**src/hw/lsh_pkg.sv**
```systemverilog
/*
 * lsh_pkg: register map, field positions, command codes and shared types of the
 * limit-switch supervision and homing block.
 * assumes a 32-bit Avalon-MM slave port with byte addresses on word boundaries.
 */
package lsh_pkg;
	// ************************************************************
	// register byte offsets
	// ************************************************************
	localparam logic [7:0] REG_CTRL = 8'h00;
	localparam logic [7:0] REG_CMD = 8'h04;
	localparam logic [7:0] REG_STAT = 8'h08;
	localparam logic [7:0] REG_POS = 8'h0c;
	localparam logic [7:0] REG_TARGET = 8'h10;
	localparam logic [7:0] REG_LBORD = 8'h14;
	localparam logic [7:0] REG_RBORD = 8'h18;
	localparam logic [7:0] REG_WPER = 8'h1c;
	localparam logic [7:0] REG_H1PER = 8'h20;
	localparam logic [7:0] REG_H2PER = 8'h24;
	localparam logic [7:0] REG_STANDOFF = 8'h28;
	localparam logic [7:0] REG_IRQ_STAT = 8'h2c;
	localparam logic [7:0] REG_IRQ_MASK = 8'h30;

	// ************************************************************
	// command bits (write-only pulses)
	// ************************************************************
	localparam int CMD_MOVE = 0;
	localparam int CMD_HOME = 1;
	localparam int CMD_ZERO = 2;
	localparam int CMD_STOP = 3;
	localparam int CMD_CLR_ALARM = 4;

	// ************************************************************
	// interrupt event bits
	// ************************************************************
	localparam int IRQ_W = 5;
	localparam int EV_MOVE_DONE = 0;
	localparam int EV_HOME_DONE = 1;
	localparam int EV_BORDER = 2;
	localparam int EV_MISSET = 3;
	localparam int EV_ALARM = 4;

	// ************************************************************
	// reset values
	// ************************************************************
	localparam logic [13:0] CTRL_RST = 14'h0007;
	localparam logic [31:0] WPER_RST = 32'h0000_c350;
	localparam logic [31:0] H1PER_RST = 32'h0007_a120;
	localparam logic [31:0] H2PER_RST = 32'h0026_25a0;
	localparam logic [31:0] LBORD_RST = 32'h8000_0000;
	localparam logic [31:0] RBORD_RST = 32'h7fff_ffff;

	// control register layout, bit 13 first
	typedef struct packed {
		logic stop2_sw;      // 13: phase 2 stops on switch, else home sensor
		logic stop1_sw;      // 12: phase 1 stops on switch, else home sensor
		logic dir2_right;    // 11
		logic use_phase2;    // 10
		logic dir1_right;    // 9
		logic border_by_sw;  // 8: 1 switches bound range, 0 positions
		logic sw2_right;     // 7
		logic sw1_right;     // 6
		logic sw2_open;      // 5: 1 active when open (input low)
		logic sw1_open;      // 4
		logic alarm_on_misset; // 3
		logic misset_det;    // 2
		logic stop_right;    // 1
		logic stop_left;     // 0
	} lsh_ctrl_t;

	// conditioned switch view
	typedef struct packed {
		logic sw1;    // switch 1 pushed
		logic sw2;    // switch 2 pushed
		logic left;   // a switch assigned left is pushed
		logic right;  // a switch assigned right is pushed
		logic home;   // home sensor active
	} lsh_sw_t;
endpackage : lsh_pkg

```
**src/hw/lsh_homing_ctl.sv**
```systemverilog
/*
 * lsh_homing_ctl: limit-switch supervision, border stops, misassignment alarm,
 * two-phase homing with signed standoff, zero and target moves, Avalon-MM slave.
 * assumes one clock, switch pins asynchronous, motor driver takes step/dir.
 */
// Implementation choices: the Avalon-MM register port and the register addresses.
// Functional notes
// - halt when enabled border switch fires
// - detect wrong-border switch, halt on either
// - optional alarm state until cleared
// - configurable pushed level per switch
// - each switch assignable left or right
// - range bounded by positions or switches
// - homing phase one: direction, speed, stop
// - signed standoff move after homing stop
// - go-home runs whole sequence unattended
// - zero command sets position to origin
`timescale 1ns/1ps
module lsh_homing_ctl (
	input wire logic clock_i,         // 50 MHz system clock
	input wire logic sys_rst_i,       // async reset, high
	input wire logic ce_i,            // clock enable, freezes all state
	input wire logic [7:0] avs_address, // byte address
	input wire logic avs_read,        // read request
	input wire logic avs_write,       // write request
	input wire logic [31:0] avs_writedata, // write data
	input wire logic [3:0] avs_byteenable, // byte lanes
	output logic [31:0] avs_readdata, // read data
	output logic avs_waitrequest,     // stall
	input wire logic sw1_pin_i,       // limit switch 1
	input wire logic sw2_pin_i,       // limit switch 2
	input wire logic home_pin_i,      // home sensor
	output logic step_o,              // step pulse to driver
	output logic dir_o,               // 1 = right
	output logic alarm_o,             // alarm state
	output logic irq_o                // level interrupt
);
	typedef enum logic [2:0] {
		ST_IDLE,
		ST_MOVE,
		ST_HOME1,
		ST_HOME2,
		ST_STANDOFF,
		ST_ALARM
	} lsh_state_t;

	lsh_state_t state;
	lsh_pkg::lsh_ctrl_t ctrl;
	lsh_pkg::lsh_sw_t sw;
	logic [31:0] pos;
	logic [31:0] target;
	logic [31:0] lbord;
	logic [31:0] rbord;
	logic [31:0] wper;
	logic [31:0] h1per;
	logic [31:0] h2per;
	logic [31:0] standoff;
	logic [lsh_pkg::IRQ_W-1:0] irq_stat;
	logic [lsh_pkg::IRQ_W-1:0] irq_mask;
	logic [lsh_pkg::IRQ_W-1:0] ev;
	logic ack;
	logic wr_acc;
	logic rd_acc;
	logic [4:0] cmd;
	logic moving;
	logic run;
	logic step_pulse;
	logic [31:0] period;
	logic blocked;
	logic misset;
	logic phase_hit;
	logic [31:0] so_target;
	logic so_load;

	// ************************************************************
	// helpers
	// ************************************************************
	// byte-lane merge for register writes
	function automatic logic [31:0] merge(input logic [31:0] old, input logic [31:0] wd, input logic [3:0] be);
		logic [31:0] r;
		r = old;
		for (int i = 0; i < 4; i++) begin
			if (be[i]) begin
				r[i*8 +: 8] = wd[i*8 +: 8];
			end
		end
		return r;
	endfunction : merge

	// signed compare a <= b
	function automatic logic sle(input logic [31:0] a, input logic [31:0] b);
		return $signed(a) <= $signed(b);
	endfunction : sle

	// ************************************************************
	// submodules
	// ************************************************************
	lsh_sw_cond u_sw (
		.clock_i(clock_i),
		.sys_rst_i(sys_rst_i),
		.ce_i(ce_i),
		.sw1_pin_i(sw1_pin_i),
		.sw2_pin_i(sw2_pin_i),
		.home_pin_i(home_pin_i),
		.ctrl_i(ctrl),
		.sw_o(sw)
	);

	lsh_step_gen #(.W(32)) u_step (
		.clock_i(clock_i),
		.sys_rst_i(sys_rst_i),
		.ce_i(ce_i),
		.run_i(run),
		.period_i(period),
		.step_o(step_pulse)
	);

	// ************************************************************
	// bus handshake: one wait cycle, answer on the second edge
	// ************************************************************
	always_ff @(posedge clock_i or posedge sys_rst_i) begin
		if (sys_rst_i) begin
			ack <= 1'b0;
		end else if (ce_i) begin
			ack <= (avs_read | avs_write) & ~ack;
		end
	end

	assign avs_waitrequest = (avs_read | avs_write) & ~ack;
	assign wr_acc = avs_write & ack & ce_i;
	assign rd_acc = avs_read & ~ack & ce_i;
	assign cmd = (wr_acc && avs_address == lsh_pkg::REG_CMD && avs_byteenable[0]) ? avs_writedata[4:0] : 5'h00;

	// read data latched one cycle ahead of the accepting edge
	always_ff @(posedge clock_i or posedge sys_rst_i) begin
		if (sys_rst_i) begin
			avs_readdata <= 32'h0000_0000;
		end else if (rd_acc) begin
			case (avs_address)
				lsh_pkg::REG_CTRL: avs_readdata <= {18'h00000, ctrl};
				lsh_pkg::REG_STAT: avs_readdata <= {20'h00000, sw, dir_o, moving, alarm_o, 1'b0, state};
				lsh_pkg::REG_POS: avs_readdata <= pos;
				lsh_pkg::REG_TARGET: avs_readdata <= target;
				lsh_pkg::REG_LBORD: avs_readdata <= lbord;
				lsh_pkg::REG_RBORD: avs_readdata <= rbord;
				lsh_pkg::REG_WPER: avs_readdata <= wper;
				lsh_pkg::REG_H1PER: avs_readdata <= h1per;
				lsh_pkg::REG_H2PER: avs_readdata <= h2per;
				lsh_pkg::REG_STANDOFF: avs_readdata <= standoff;
				lsh_pkg::REG_IRQ_STAT: avs_readdata <= {27'h0000000, irq_stat};
				lsh_pkg::REG_IRQ_MASK: avs_readdata <= {27'h0000000, irq_mask};
				default: avs_readdata <= 32'h0000_0000; // unmapped and CMD read zero
			endcase
		end
	end

	// ************************************************************
	// configuration registers
	// ************************************************************
	always_ff @(posedge clock_i or posedge sys_rst_i) begin
		if (sys_rst_i) begin
			ctrl <= lsh_pkg::lsh_ctrl_t'(lsh_pkg::CTRL_RST);
			target <= 32'h0000_0000;
			lbord <= lsh_pkg::LBORD_RST;
			rbord <= lsh_pkg::RBORD_RST;
			wper <= lsh_pkg::WPER_RST;
			h1per <= lsh_pkg::H1PER_RST;
			h2per <= lsh_pkg::H2PER_RST;
			standoff <= 32'h0000_0000;
			irq_mask <= '0;
		end else if (wr_acc) begin
			case (avs_address)
				lsh_pkg::REG_CTRL: ctrl <= lsh_pkg::lsh_ctrl_t'(14'(merge({18'h00000, ctrl}, avs_writedata,
					avs_byteenable)));
				lsh_pkg::REG_TARGET: target <= merge(target, avs_writedata, avs_byteenable);
				lsh_pkg::REG_LBORD: lbord <= merge(lbord, avs_writedata, avs_byteenable);
				lsh_pkg::REG_RBORD: rbord <= merge(rbord, avs_writedata, avs_byteenable);
				lsh_pkg::REG_WPER: wper <= merge(wper, avs_writedata, avs_byteenable);
				lsh_pkg::REG_H1PER: h1per <= merge(h1per, avs_writedata, avs_byteenable);
				lsh_pkg::REG_H2PER: h2per <= merge(h2per, avs_writedata, avs_byteenable);
				lsh_pkg::REG_STANDOFF: standoff <= merge(standoff, avs_writedata, avs_byteenable);
				lsh_pkg::REG_IRQ_MASK: irq_mask <= avs_writedata[lsh_pkg::IRQ_W-1:0];
				default: ;
			endcase
		end
	end

	// ************************************************************
	// supervision terms
	// ************************************************************
	assign moving = (state == ST_MOVE) || (state == ST_HOME1) || (state == ST_HOME2) || (state == ST_STANDOFF);

	// a switch of the wrong border while heading the other way means the
	// wiring is swapped; it only helps at setup, it cannot undo a jam
	assign misset = ctrl.misset_det && moving && ((dir_o && sw.left) || (!dir_o && sw.right));

	// border block in the current direction, by switches or by positions
	always_comb begin
		blocked = 1'b0;
		if (ctrl.border_by_sw) begin
			blocked = (dir_o && ctrl.stop_right && sw.right) || (!dir_o && ctrl.stop_left && sw.left);
		end else begin
			blocked = (dir_o && ctrl.stop_right && sle(rbord, pos)) || (!dir_o && ctrl.stop_left && sle(pos, lbord));
		end
		// with detection on, either switch halts motion
		if (ctrl.misset_det && (sw.sw1 || sw.sw2) && moving) begin
			blocked = 1'b1;
		end
	end

	// homing stop condition: switch of travel direction or home sensor
	always_comb begin
		phase_hit = 1'b0;
		if (state == ST_HOME1) begin
			phase_hit = ctrl.stop1_sw ? (ctrl.dir1_right ? sw.right : sw.left) : sw.home;
		end else if (state == ST_HOME2) begin
			phase_hit = ctrl.stop2_sw ? (ctrl.dir2_right ? sw.right : sw.left) : sw.home;
		end
	end

	// speed per phase; targeted moves stop on the step that lands on target
	always_comb begin
		case (state)
			ST_HOME1: period = h1per;
			ST_HOME2: period = h2per;
			default: period = wper;
		endcase
	end

	assign run = moving && !blocked && !phase_hit && !misset && !cmd[lsh_pkg::CMD_STOP]
		&& !((state == ST_MOVE && pos == target) || (state == ST_STANDOFF && pos == so_target));

	// ************************************************************
	// motion state machine
	// ************************************************************
	always_ff @(posedge clock_i or posedge sys_rst_i) begin
		if (sys_rst_i) begin
			state <= ST_IDLE;
			dir_o <= 1'b0;
			alarm_o <= 1'b0;
			ev <= '0;
		end else if (ce_i) begin
			ev <= '0;
			case (state)
				ST_IDLE: begin
					if (cmd[lsh_pkg::CMD_HOME]) begin
						state <= ST_HOME1;
						dir_o <= ctrl.dir1_right;
					end else if (cmd[lsh_pkg::CMD_MOVE] && target != pos) begin
						state <= ST_MOVE;
						dir_o <= sle(pos, target);
					end
				end
				ST_ALARM: begin
					// no motion until software clears the alarm
					if (cmd[lsh_pkg::CMD_CLR_ALARM]) begin
						state <= ST_IDLE;
						alarm_o <= 1'b0;
					end
				end
				default: begin
					if (misset && ctrl.alarm_on_misset) begin
						state <= ST_ALARM;
						alarm_o <= 1'b1;
						ev[lsh_pkg::EV_MISSET] <= 1'b1;
						ev[lsh_pkg::EV_ALARM] <= 1'b1;
					end else if (misset) begin
						state <= ST_IDLE;
						ev[lsh_pkg::EV_MISSET] <= 1'b1;
					end else if (cmd[lsh_pkg::CMD_STOP]) begin
						state <= ST_IDLE;
					end else if (state == ST_HOME1 && phase_hit) begin
						// reaching the home stop is the goal, not a border fault
						if (ctrl.use_phase2) begin
							state <= ST_HOME2;
							dir_o <= ctrl.dir2_right;
						end else begin
							state <= ST_STANDOFF;
							dir_o <= ~standoff[31];
						end
					end else if (state == ST_HOME2 && phase_hit) begin
						state <= ST_STANDOFF;
						dir_o <= ~standoff[31];
					end else if (blocked) begin
						state <= ST_IDLE;
						ev[lsh_pkg::EV_BORDER] <= 1'b1;
					end else if ((state == ST_MOVE && pos == target) || (state == ST_STANDOFF && pos == so_target)) begin
						state <= ST_IDLE;
						ev[lsh_pkg::EV_MOVE_DONE] <= (state == ST_MOVE);
						ev[lsh_pkg::EV_HOME_DONE] <= (state == ST_STANDOFF);
					end
				end
			endcase
		end
	end

	// ************************************************************
	// position counter, standoff target and step output
	// ************************************************************
	always_ff @(posedge clock_i or posedge sys_rst_i) begin
		if (sys_rst_i) begin
			pos <= 32'h0000_0000;
			step_o <= 1'b0;
		end else if (ce_i) begin
			step_o <= step_pulse & run; // a step queued before a stop is dropped
			if (cmd[lsh_pkg::CMD_ZERO]) begin
				pos <= 32'h0000_0000;
			end else if (step_pulse && run) begin
				pos <= dir_o ? pos + 32'h0000_0001 : pos - 32'h0000_0001;
			end
		end
	end

	// standoff target is taken from the stop point, signed, positive right
	assign so_load = (state == ST_HOME1 && phase_hit && !ctrl.use_phase2) || (state == ST_HOME2 && phase_hit);
	always_ff @(posedge clock_i or posedge sys_rst_i) begin
		if (sys_rst_i) begin
			so_target <= 32'h0000_0000;
		end else if (ce_i && so_load && !misset) begin
			so_target <= pos + standoff;
		end
	end

	// ************************************************************
	// interrupt status: set wins over write-one-to-clear
	// ************************************************************
	always_ff @(posedge clock_i or posedge sys_rst_i) begin
		if (sys_rst_i) begin
			irq_stat <= '0;
		end else if (ce_i) begin
			if (wr_acc && avs_address == lsh_pkg::REG_IRQ_STAT) begin
				irq_stat <= (irq_stat & ~avs_writedata[lsh_pkg::IRQ_W-1:0]) | ev;
			end else begin
				irq_stat <= irq_stat | ev;
			end
		end
	end

	assign irq_o = |(irq_stat & irq_mask);
endmodule : lsh_homing_ctl

```
**src/hw/lsh_sw_cond.sv**
```systemverilog
/*
 * lsh_sw_cond: synchronises the two limit-switch pins and the home sensor,
 * applies the pushed level and maps each switch to a border.
 * assumes raw pins asynchronous to clock_i; freezes while ce_i is low.
 */
`timescale 1ns/1ps
module lsh_sw_cond (
	input wire logic clock_i,            // system clock
	input wire logic sys_rst_i,          // async reset, high
	input wire logic ce_i,               // clock enable
	input wire logic sw1_pin_i,          // limit switch 1 pin
	input wire logic sw2_pin_i,          // limit switch 2 pin
	input wire logic home_pin_i,         // home sensor pin
	input wire lsh_pkg::lsh_ctrl_t ctrl_i, // configuration
	output lsh_pkg::lsh_sw_t sw_o        // conditioned view
);
	logic [2:0] meta;
	logic [2:0] sync;
	logic a1;
	logic a2;

	// ************************************************************
	// two-stage synchroniser; meta is read by sync only
	// ************************************************************
	always_ff @(posedge clock_i or posedge sys_rst_i) begin
		if (sys_rst_i) begin
			meta <= 3'h0;
			sync <= 3'h0;
		end else if (ce_i) begin
			meta <= {home_pin_i, sw2_pin_i, sw1_pin_i};
			sync <= meta;
		end
	end

	// pushed level per switch, so an idle switch reads inactive
	assign a1 = sync[0] ^ ctrl_i.sw1_open;
	assign a2 = sync[1] ^ ctrl_i.sw2_open;

	// border mapping
	always_comb begin
		sw_o.sw1 = a1;
		sw_o.sw2 = a2;
		sw_o.left = (a1 & ~ctrl_i.sw1_right) | (a2 & ~ctrl_i.sw2_right);
		sw_o.right = (a1 & ctrl_i.sw1_right) | (a2 & ctrl_i.sw2_right);
		sw_o.home = sync[2];
	end
endmodule : lsh_sw_cond

```
**src/hw/lsh_step_gen.sv**
```systemverilog
/*
 * lsh_step_gen: emits one-cycle step pulses at a programmed period.
 * assumes period in clock cycles; period 0 behaves as 1.
 */
`timescale 1ns/1ps
module lsh_step_gen #(
	parameter int W = 32 // period width
) (
	input wire logic clock_i,        // system clock
	input wire logic sys_rst_i,      // async reset, high
	input wire logic ce_i,           // clock enable
	input wire logic run_i,          // generate steps
	input wire logic [W-1:0] period_i, // cycles per step
	output logic step_o              // one-cycle step pulse
);
	logic [W-1:0] cnt;

	// period counter; restarts whenever motion stops so first step is a full period
	always_ff @(posedge clock_i or posedge sys_rst_i) begin
		if (sys_rst_i) begin
			cnt <= '0;
			step_o <= 1'b0;
		end else if (ce_i) begin
			step_o <= 1'b0;
			if (!run_i) begin
				cnt <= '0;
			end else if (cnt + W'(1) >= period_i) begin
				cnt <= '0;
				step_o <= 1'b1;
			end else begin
				cnt <= cnt + W'(1);
			end
		end
	end
endmodule : lsh_step_gen

```
**config.mk**
```make
export PLATFORM = sky130hd
export DESIGN_NAME = lsh_homing_ctl
export DESIGN_NICKNAME = d
export VERILOG_FILES = /design/src/hw/lsh_pkg.sv /design/src/hw/lsh_homing_ctl.sv /design/src/hw/lsh_sw_cond.sv /design/src/hw/lsh_step_gen.sv
export SDC_FILE = /design/constraint.sdc
export NUM_CORES = 1
export LEC_CHECK = 0
export BUFFER_PORTS_ARGS = -buffer_cell sky130_fd_sc_hd__buf_2
export CAP_MARGIN = 20
export CORE_ASPECT_RATIO = 0.6
export CORE_MARGIN = 3
export CORE_UTILIZATION = 58
export CTS_CLUSTER_DIAMETER = 120
export DETAILED_ROUTE_END_ITERATION = 10
export HOLD_SLACK_MARGIN = 0.15
export PLACE_DENSITY = 0.75
export SLEW_MARGIN = 20
export SYNTH_ARGS = -nofsm -noshare
export SYNTH_HDL_FRONTEND = slang
export SYNTH_SLANG_ARGS = --single-unit
```
**constraint.sdc**
```tcl
create_clock -name clock_i -period 12.39 [get_ports clock_i]
set_input_delay 0 -clock clock_i [delete_from_list [all_inputs] [get_ports clock_i]]
set_output_delay 0 -clock clock_i [all_outputs]
set_load 0.01 [all_outputs]
```
==> results, run 1 <==
- The clock latency reported for the late side of the worst-skew pair is 0.56 ns.
- For this run, the register share of the synthesized area comes to 39.5%.
- The number of global-route vias before repair is 21825.
- The first detailed-routing pass ran for 5 iterations.
- The die is 275 µm wide.
- The finished layout holds 3253 standard cells, fillers aside.
- The synthesized net count is 2790.
- The design internal power is 2910 µW.
- The area taken by multi-input logic gates is 14300 µm².
- The power density over the cells is 172 nW/µm².
- The number of enable-type register cells in the synthesized netlist is 0.
- The port buffer count is 88.
- In this run, the number of DRC markers left after iteration 0 of detailed routing was 2497.
- Of the cells placed in the final design, the portion with a size suffix greater than 1 is 18.2%.
- After synthesis, the share of flip-flops with an asynchronous set or reset is 100%.
- In this run, CTS created clock tree buffers numbering 40.
- The synthesized area is 25200 µm².
- Clock-pin slew was measured on the worst setup and hold paths at 0.06 ns.
- In the routed layout, each cell is associated on average with a via count of 6.88.
- After detailed routing, no signal wire sits above met5.
- The number of antenna violations at the first check in global routing was 1.
- The flow ran to the end, and the final reports show no timing, DRC or antenna violations.
- The slew at the pin closest to its max-slew limit is 1.04 ns.
- For this run the aggregate overflow at the end of global routing stands at 0.
- The relative max-transition margin is 30.3%.
- The synthesized netlist contains 80 unique library cells.
- The floorplan has 58 rows.
- The clock drives 395 sinks.
- After detailed routing, the average wire length per cell comes to 26.6 µm.
- The time the worst path needs with I/O delays and setup is 5.38 ns.
- The final hold slack is 0.195 ns.
- In this run the power spent charging and discharging nets is 1920 µW.
- The worst setup path is of the flip-flop to flip-flop kind.
- The overall track demand over capacity in global routing is 37.6%.
- The total negative setup slack is 0 ns.
- After synthesis the netlist holds a flip-flop and latch count of 395.
- The overall die height is 167 µm.
- The core footprint is 42400 µm².
- The worst-case clock buffer depth is 3.
- The initial core utilization is 59.4%.
- The gate count of the mapped netlist is 2546.
- The number of buffers inserted for hold repair after clock tree synthesis is 49.
- Detailed routing placed a total of 36400 µm of wire on met2.
- For this design the static power due to leakage is 0.0132 µW.
- On the final layout, the worst clock skew is 0.0238 ns.
- Detailed placement ended at an HPWL of 61800 µm.
- The remaining design rule violation count is 0.
- The layout net count is 2894.
- The hold violation total from the final report is 0.
- The switching share of total power is 39.8%.
- Entering global routing, the biggest net connects 150 pins.
- The weighted congestion at the end of routability-driven global placement is 1.04.
- Data arrives at the worst endpoint at 5.78 ns.
- For this block, the routed nets add up to 86600 µm of wire.
- The path class of the tightest hold or removal check is input port to asynchronous set/reset pin.
- For this run, the number of Yosys warnings is 0.
- Among all flip-flop cells after synthesis, the most frequent one is sky130_fd_sc_hd__dfrtp_1.
- The first global-routing pass estimated 133000 µm of wire.
- After detailed routing, the wire length on met1 is 36400 µm.
- The maximum operating frequency is 186 MHz.
- The final cycle utilization of the critical path is 43.4%.
- The layout has 3318 filler cells.
- During I/O placement, the number of pins put on the boundary was 89.
- The overall via count from detail_route is 22366.
- Setup repair after global routing left no endpoint under its margin.
- The startpoint class of the critical path is a flip-flop.
- The area of the die is 46000 µm².
- The synthesis-to-layout area growth is 11.8%.
- The post-cts resize count is 0.
- For the worst setup path, the data required time is 12.79 ns.
- Across the whole layout, storage elements account for 9960 µm².
- Of the total power, the clock network draws 28.1%.
- The count of final setup violators is 0.
- The maximum fanout along the worst path is 25.
- The post-synthesis average cell area is 9.89 µm².
- For flop-to-flop paths, the worst setup slack is 7.01 ns.
- The count of final max-slew check failures is 0.
- In this run, placement finished with an instance count of 3129.
- STA classifies the critical path endpoint as a flip-flop.
- In this run the post-CTS setup repair buffer count came out at 0.
- The H-tree generated during clock tree synthesis spans 2 levels.
- The combinational power share is 38.6%.
- The root buffer selected by CTS is sky130_fd_sc_hd__clkbuf_16.
- Across the run, the number of max-cap violations was 0.
- The share of total power in sequential cells is 33.4%.
- The TritonCTS clock tree is built.
- The wire length on met3 is 10700 µm.
- The remaining antenna violation count after routing is 0.
- The worst vdd rail ir drop is 0.000111 V.
-- cell families (layout without fill, tap and decap cells) --
| group | after synthesis | after routing | share of synthesized area [%] |
|---|---|---|---|
| adders and majority gates | 192 | 192 | 9.60 |
| buffers and inverters | 251 | 387 | 3.86 |
| AOI/OAI and AO/OA | 675 | 675 | 18.3 |
| muxes | 290 | 290 | 12.8 |
| DFF | 395 | 395 | 39.5 |
| xor gates and xnor gates | 109 | 109 | 3.79 |
| and+or+nand+nor | 634 | 634 | 12.2 |
| other | 0 | 1 | 0 |
-- state kept, by name (all words and copies together), names as in the netlist, 14 cells and up --
signal,count
avs_readdata,32
h1per,32
h2per,32
lbord,32
pos,32
rbord,32
so_target,32
standoff,32
target,32
u_step.cnt,32
wper,32
ctrl,14
-- layout make-up --
class / instances / area share [%]
Tap cell: 570 / 2.53
Sequential cell: 395 / 35.4
Clock buffer: 63 / 4.33
Inverter: 151 / 2.04
Timing Repair Buffer: 162 / 4.03
Clock inverter: 11 / 0.787
Antenna cell: 1 / 0.00889
Multi-Input combinational cell: 1900 / 50.9
-- worst paths after layout --
kind,depth (start not counted),endpoint,startpoint
max,17,u_step.cnt[2],u_step.cnt[0]
min in group clock_i,5,dir_o,avs_address[7]
min reg2reg,1,avs_readdata[27],avs_readdata[27]
max reg2reg,17,u_step.cnt[2],u_step.cnt[0]
min,3,target[18],sys_rst_i
max in group asynchronous,5,state[0],sys_rst_i
-- through the flow --
step	cell area [µm²]	power [µW]	utilization, %	setup WS [ns]
after floorplan	25200	2890	-	1.50
after global placement	26200	3360	61.9	7.54
after detailed placement	26200	3410	61.9	7.25
after CTS	28100	4770	66.4	7.19
after global routing	28100	5090	66.4	6.53
final	28200	4840	66.4	7.01
-- layer usage --
metal,up-vias,track usage [%]
met4,2,12.2
met1,11069,53.7
li1,9679,-
met3,224,11.3
met2,1392,54.7
met5,-,0
-- critical path, cell delays in order, from the launching register on --
cell and delay [ns]:
sky130_fd_sc_hd__dfrtp_1 0.45, sky130_fd_sc_hd__nand3_1 0.12, sky130_fd_sc_hd__nor3_2 0.32, sky130_fd_sc_hd__and3_1 0.30, sky130_fd_sc_hd__nand3_1 0.31, sky130_fd_sc_hd__nor2_1 0.50
sky130_fd_sc_hd__nand3_1 0.27, sky130_fd_sc_hd__or2_1 0.33, sky130_fd_sc_hd__xnor2_1 0.14, sky130_fd_sc_hd__ha_1 0.30, sky130_fd_sc_hd__nand4_1 0.13, sky130_fd_sc_hd__nor4_1 0.51
sky130_fd_sc_hd__nor4b_1 0.32, sky130_fd_sc_hd__o41ai_1 0.15, sky130_fd_sc_hd__nand3_1 0.25, sky130_fd_sc_hd__nor3_4 0.15, sky130_fd_sc_hd__nand2_2 0.44, sky130_fd_sc_hd__o221ai_1 0.22
-- synthesized netlist by cell type (4+ instances only) --
library cell                count  share of area (%)
sky130_fd_sc_hd__dfrtp_1      339                 34
sky130_fd_sc_hd__mux2_2       226                 10
sky130_fd_sc_hd__nand2_1      224                3.3
sky130_fd_sc_hd__ha_1         190                9.4
sky130_fd_sc_hd__inv_1        150                2.2
sky130_fd_sc_hd__a21oi_1      144                2.9
sky130_fd_sc_hd__nor2_1       122                1.8
sky130_fd_sc_hd__o21ai_0       96                1.9
sky130_fd_sc_hd__nand3_1       85                1.7
sky130_fd_sc_hd__clkbuf_1      77                1.1
sky130_fd_sc_hd__a22oi_1       75                2.2
sky130_fd_sc_hd__a21o_1        64                1.9
sky130_fd_sc_hd__xnor2_1       63                2.2
sky130_fd_sc_hd__dfstp_2       56                5.8
sky130_fd_sc_hd__nand4_1       54                1.3
sky130_fd_sc_hd__xor2_1        46                1.6
sky130_fd_sc_hd__a221oi_1      41                1.4
sky130_fd_sc_hd__mux2i_1       41                1.6
sky130_fd_sc_hd__a31oi_1       37               0.92
sky130_fd_sc_hd__a22o_1        36                1.3
sky130_fd_sc_hd__o221ai_1      29                1.0
sky130_fd_sc_hd__nor3_1        24               0.48
sky130_fd_sc_hd__mux2_1        23                1.0
sky130_fd_sc_hd__a211oi_1      20               0.60
sky130_fd_sc_hd__o211ai_1      20               0.60
sky130_fd_sc_hd__nor4_1        19               0.47
sky130_fd_sc_hd__and3_1        18               0.45
sky130_fd_sc_hd__nand2b_1      18               0.45
sky130_fd_sc_hd__o2bb2ai_1     18               0.63
sky130_fd_sc_hd__o21ai_1       17               0.34
sky130_fd_sc_hd__and2_1        13               0.32
sky130_fd_sc_hd__o22ai_1       13               0.32
sky130_fd_sc_hd__nand3b_1      11               0.33
sky130_fd_sc_hd__o21a_1        11               0.33
sky130_fd_sc_hd__buf_1         10               0.15
sky130_fd_sc_hd__buf_2         10               0.20
sky130_fd_sc_hd__or3_1          8               0.20
sky130_fd_sc_hd__o31ai_1        7               0.21
sky130_fd_sc_hd__nor2b_1        6               0.15
sky130_fd_sc_hd__nor3b_1        6               0.18
sky130_fd_sc_hd__o311ai_1       6               0.21
sky130_fd_sc_hd__nor4b_1        5               0.17
sky130_fd_sc_hd__a21boi_0       4               0.12
sky130_fd_sc_hd__and4_1         4               0.14
sky130_fd_sc_hd__o21bai_1       4               0.12
-- layout by cell type, fill, tap and decap left out, drive strengths merged, types with 29 or more instances in the layout --
master       count
a21o            64
a21oi          144
a221oi          41
a22o            36
a22oi           77
a31oi           37
buf            113
clkbuf          63
dfrtp          339
dfstp           56
dlygate4sd3     49
ha             190
inv            153
mux2           249
mux2i           41
nand2          225
nand3           86
nand4           54
nor2           123
o21ai          113
o221ai          29
xnor2           63
xor2            46
-- power groups by stage --
stage | clock (µW) | combinational, µW | sequential, µW
2_1_floorplan | 0 | 1360 | 1540
3_3_place_gp | 0 | 1740 | 1620
3_5_place_dp | 0 | 1780 | 1620
4_1_cts | 1360 | 1810 | 1600
5_1_grt | 1410 | 2050 | 1620
6_report | 1360 | 1870 | 1610
Power figures use the tool's default switching activity.
==> run 2: changes to the inputs <==
clock period = 5.01 ns   (was 12.39 ns; I/O delays follow)
==> results, run 2 (same netlist as run 1, synthesis figures left out) <==
- The run finished with clean final reports.
- The largest clock skew in the final design is 0.0204 ns (-0.00342 ns).
- The signal on the critical path passes through clkinv_1, ha_1, nand4_1, a2111oi_2, o21ai_1, a211oi_1, nor3_1, o31ai_1, xor2_1, nand3_1, o211ai_1.
- The initial core utilization is 59.4% (unchanged).
- The remaining antenna violation count after routing is 0 (unchanged).
- The critical-path cell with the highest stage delay is sky130_fd_sc_hd__clkinv_1.
- The classification of the worst-slack hold path is input port to asynchronous set/reset pin.
- The top cell types in the final layout, fill and taps aside, are sky130_fd_sc_hd__dfrtp_1, sky130_fd_sc_hd__mux2_2, sky130_fd_sc_hd__nand2_1.
- The deepest level of the CTS H-tree is 2 (unchanged).
- Setup repair after global routing left no endpoint under its margin.
- The I/O pin count is 89 (unchanged).
- The overall die height is 167 µm (unchanged).
- The net switching power figure is 4770 µW (+150%).
- The power density over the cells is 420 nW/µm² (+140%).
- The port buffer count is 88 (unchanged).
- The relative max-transition margin was 25.1% (-5.2 points).
- The maximum operating frequency is 208 MHz (+12%).
- The classification of the worst setup path is flip-flop to flip-flop.
- The aggregate routed wire length came to 85000 µm (-1.9%).
- The largest net degree at the start of global routing was 152 (+1.3%).
- The pre-CTS setup slack came to 0.180 ns (-7.07 ns).
- The delay contributed by the slowest stage of the critical path is 0.95 ns (+0.44 ns).
- The antenna diode count is 0 (-1).
- The number of core rows is 58 (unchanged).
- The root buffer selected by CTS is sky130_fd_sc_hd__clkbuf_16.
- The number of DRC markers after the initial detailed-route iteration is 2793 (+12%).
- The weighted congestion at the end of routability-driven global placement is 0.996 (-3.8%).
- The post-placement cell count is 3153 (+0.77%).
- TritonCTS built the clock tree.
- The maximum fanout along the worst path is 26 (+4.0%).
- The startpoint of the most critical setup path is dir_o.
- The routed wirelength normalized by instance count is 26.0 µm (-2.4%).
- The number of antenna violations at the first check in global routing came to 4 (+3).
- The number of max-cap violations is 0 (unchanged).
- The startpoint class of the critical path is a flip-flop.
- The total negative setup slack is 0 ns (unchanged).
- The clock power share came to 26.6% (-1.5 points).
- The count of placed standard cells in the final layout, fillers left out is 3272 (+0.58%).
- The kind of end point of the critical path is a flip-flop.
- The overall track demand over capacity in global routing was 36.5% (-1.1 points).
- The die extent in x is 275 µm (unchanged).
- The capture point of the worst reg-to-reg path is pos[26].
- The overall via count from detail_route was 22284 (-0.37%).
- The final worst setup slack came to 0.196 ns (-6.81 ns).
- The switching share of total power is 40.2% (+0.41 points).
- The worst reg2reg path depth is 11 (-6).
- The slew at the pin closest to its max-slew limit is 1.12 ns (+0.0822 ns).
- The number of global-route vias before repair is 21783 (-0.19%).
- The clock sink total is 395 (unchanged).
- The wire length of the first global-routing pass was 130000 µm (-2.3%).
- The remaining design rule violation count is 0 (unchanged).
- The data arrival time of the critical path is 5.27 ns (-0.51 ns).
- The worst vdd rail ir drop is 0.000261 V (+130%).
- The HPWL reported at the end of detailed placement is 61300 µm (-0.77%).
- The fraction of layout instances using a drive strength above 1 came to 19.1% (+0.90 points).
- The area of the die is 46000 µm² (unchanged).
- The count of final max-slew check failures is 0 (unchanged).
- The post-CTS setup buffer count is 0 (unchanged).
- The time the worst path needs with I/O delays and setup is 4.81 ns (-0.565 ns).
- The first-pass iteration count of the detailed router is 6 (+1).
- The count of final setup violators is 0 (unchanged).
- The total grt overflow is 0 (unchanged).
- The core footprint came to 42400 µm² (unchanged).
- The design internal power is 7110 µW (+140%).
- The clock latency reported for the late side of the worst-skew pair is 0.55 ns (about the same).
- The gate family responsible for the most delay along the worst path is compound AO/OA/AOI/OAI gates.
- The hold violation total from the final report came to 0 (unchanged).
- The clock-pin slew on the worst setup and hold paths is 0.07 ns (about the same).
- The count of buffer and inverter cells on the critical path was 1 (+1).
- The clock buffer count from CTS is 40 (unchanged).
- The total leakage power is 0.0132 µW (+0.69%).
- The combinational power share is 39.8% (+1.2 points).
- The share of total power in sequential cells is 33.6% (+0.2 points).
- The required time reported for the critical path endpoint is 5.47 ns (-7.32 ns).
- The layout net count is 2916 (+0.76%).
- The worst setup slack for register-to-register paths is 0.20 ns (-6.81 ns).
- The final cycle utilization of the critical path is 96.1% (+53 points).
- The synthesis-to-layout area growth is 12.2%.
- The worst register-to-register path begins at dir_o.
- The most common cell after layout, fill and taps aside is sky130_fd_sc_hd__dfrtp_1.
- The worst-case clock buffer depth is 3 (unchanged).
- The routed via count divided by cell count is 6.81 (-0.95%).
==> run 2: how the worst max path moves through the flow <==
stage | to | slack, ns | cells after the start
after detailed placement | u_step.cnt[2] | 0.18 | 17
final | pos[26] | 0.20 | 11
after floorplan | ack | -0.26 | 1
after global routing | pos[30] | 0.008 | 11
after CTS | u_step.cnt[2] | 0.16 | 17
after global placement | u_step.cnt[2] | 0.35 | 17
==> run 2: what timing repair did <==
item	4_1_cts	5_1_grt
hold buffers	47	0
endpoints found under the hold margin	632	0
setup endpoints to repair	0	33
gates resized for setup	0	6
==> run 2: area by class of cell <==
type	instances	area [µm²]
multi-input cells	1900	14400
fillers	3365	14100
flip-flops and latches	395	9960
repair buffers	184	1330
clock buffers	57	1160
well taps	570	713
inverters	151	571
clock inverters	15	185
==> run 2: power groups by stage <==
stage          sequential [µW]  combinational (µW)  clock [µW]
2_1_floorplan             3800                3350           0
3_3_place_gp              4010                4370           0
3_5_place_dp              4020                4500           0
4_1_cts                   3960                4570        3180
5_1_grt                   4010                5140        3300
6_report                  3990                4720        3160
==> run 2: through the flow <==
step / total power, µW / hold slack (ns) / area, µm² / utilization [%]
after floorplan: 7160 / 0.132 / 25200 / -
after global placement: 8380 / 0.234 / 26400 / 62.4
after detailed placement: 8520 / 0.244 / 26400 / 62.4
after CTS: 11700 / 0.257 / 28200 / 66.6
after global routing: 12500 / 0.266 / 28300 / 66.7
final: 11900 / 0.193 / 28300 / 66.7
==> run 2: routing by layer <==
metal  routed length [µm]  track usage [%]  share of wire [%]  up-vias
met4                 3520             13.8                4.1        4
met5                   27                0              0.032        -
met2                35300             52.4                 41     1335
met3                 9850             9.77                 12      244
li1                     -                -                  -     9735
met1                36300             52.6                 43    10966
==> run 2: worst reg2reg max path, delay by kind of cell, from the launching register on <==
kind / cells / cell delay (ns)
adder cells (fa/ha/maj): 1 / 0.86
buffers and inverters: 1 / 0.95
AO/OA/AOI/OAI: 5 / 1.65
flip-flops: 1 / 0.57
AND/OR/NAND/NOR: 3 / 0.52
XOR/XNOR: 1 / 0.19
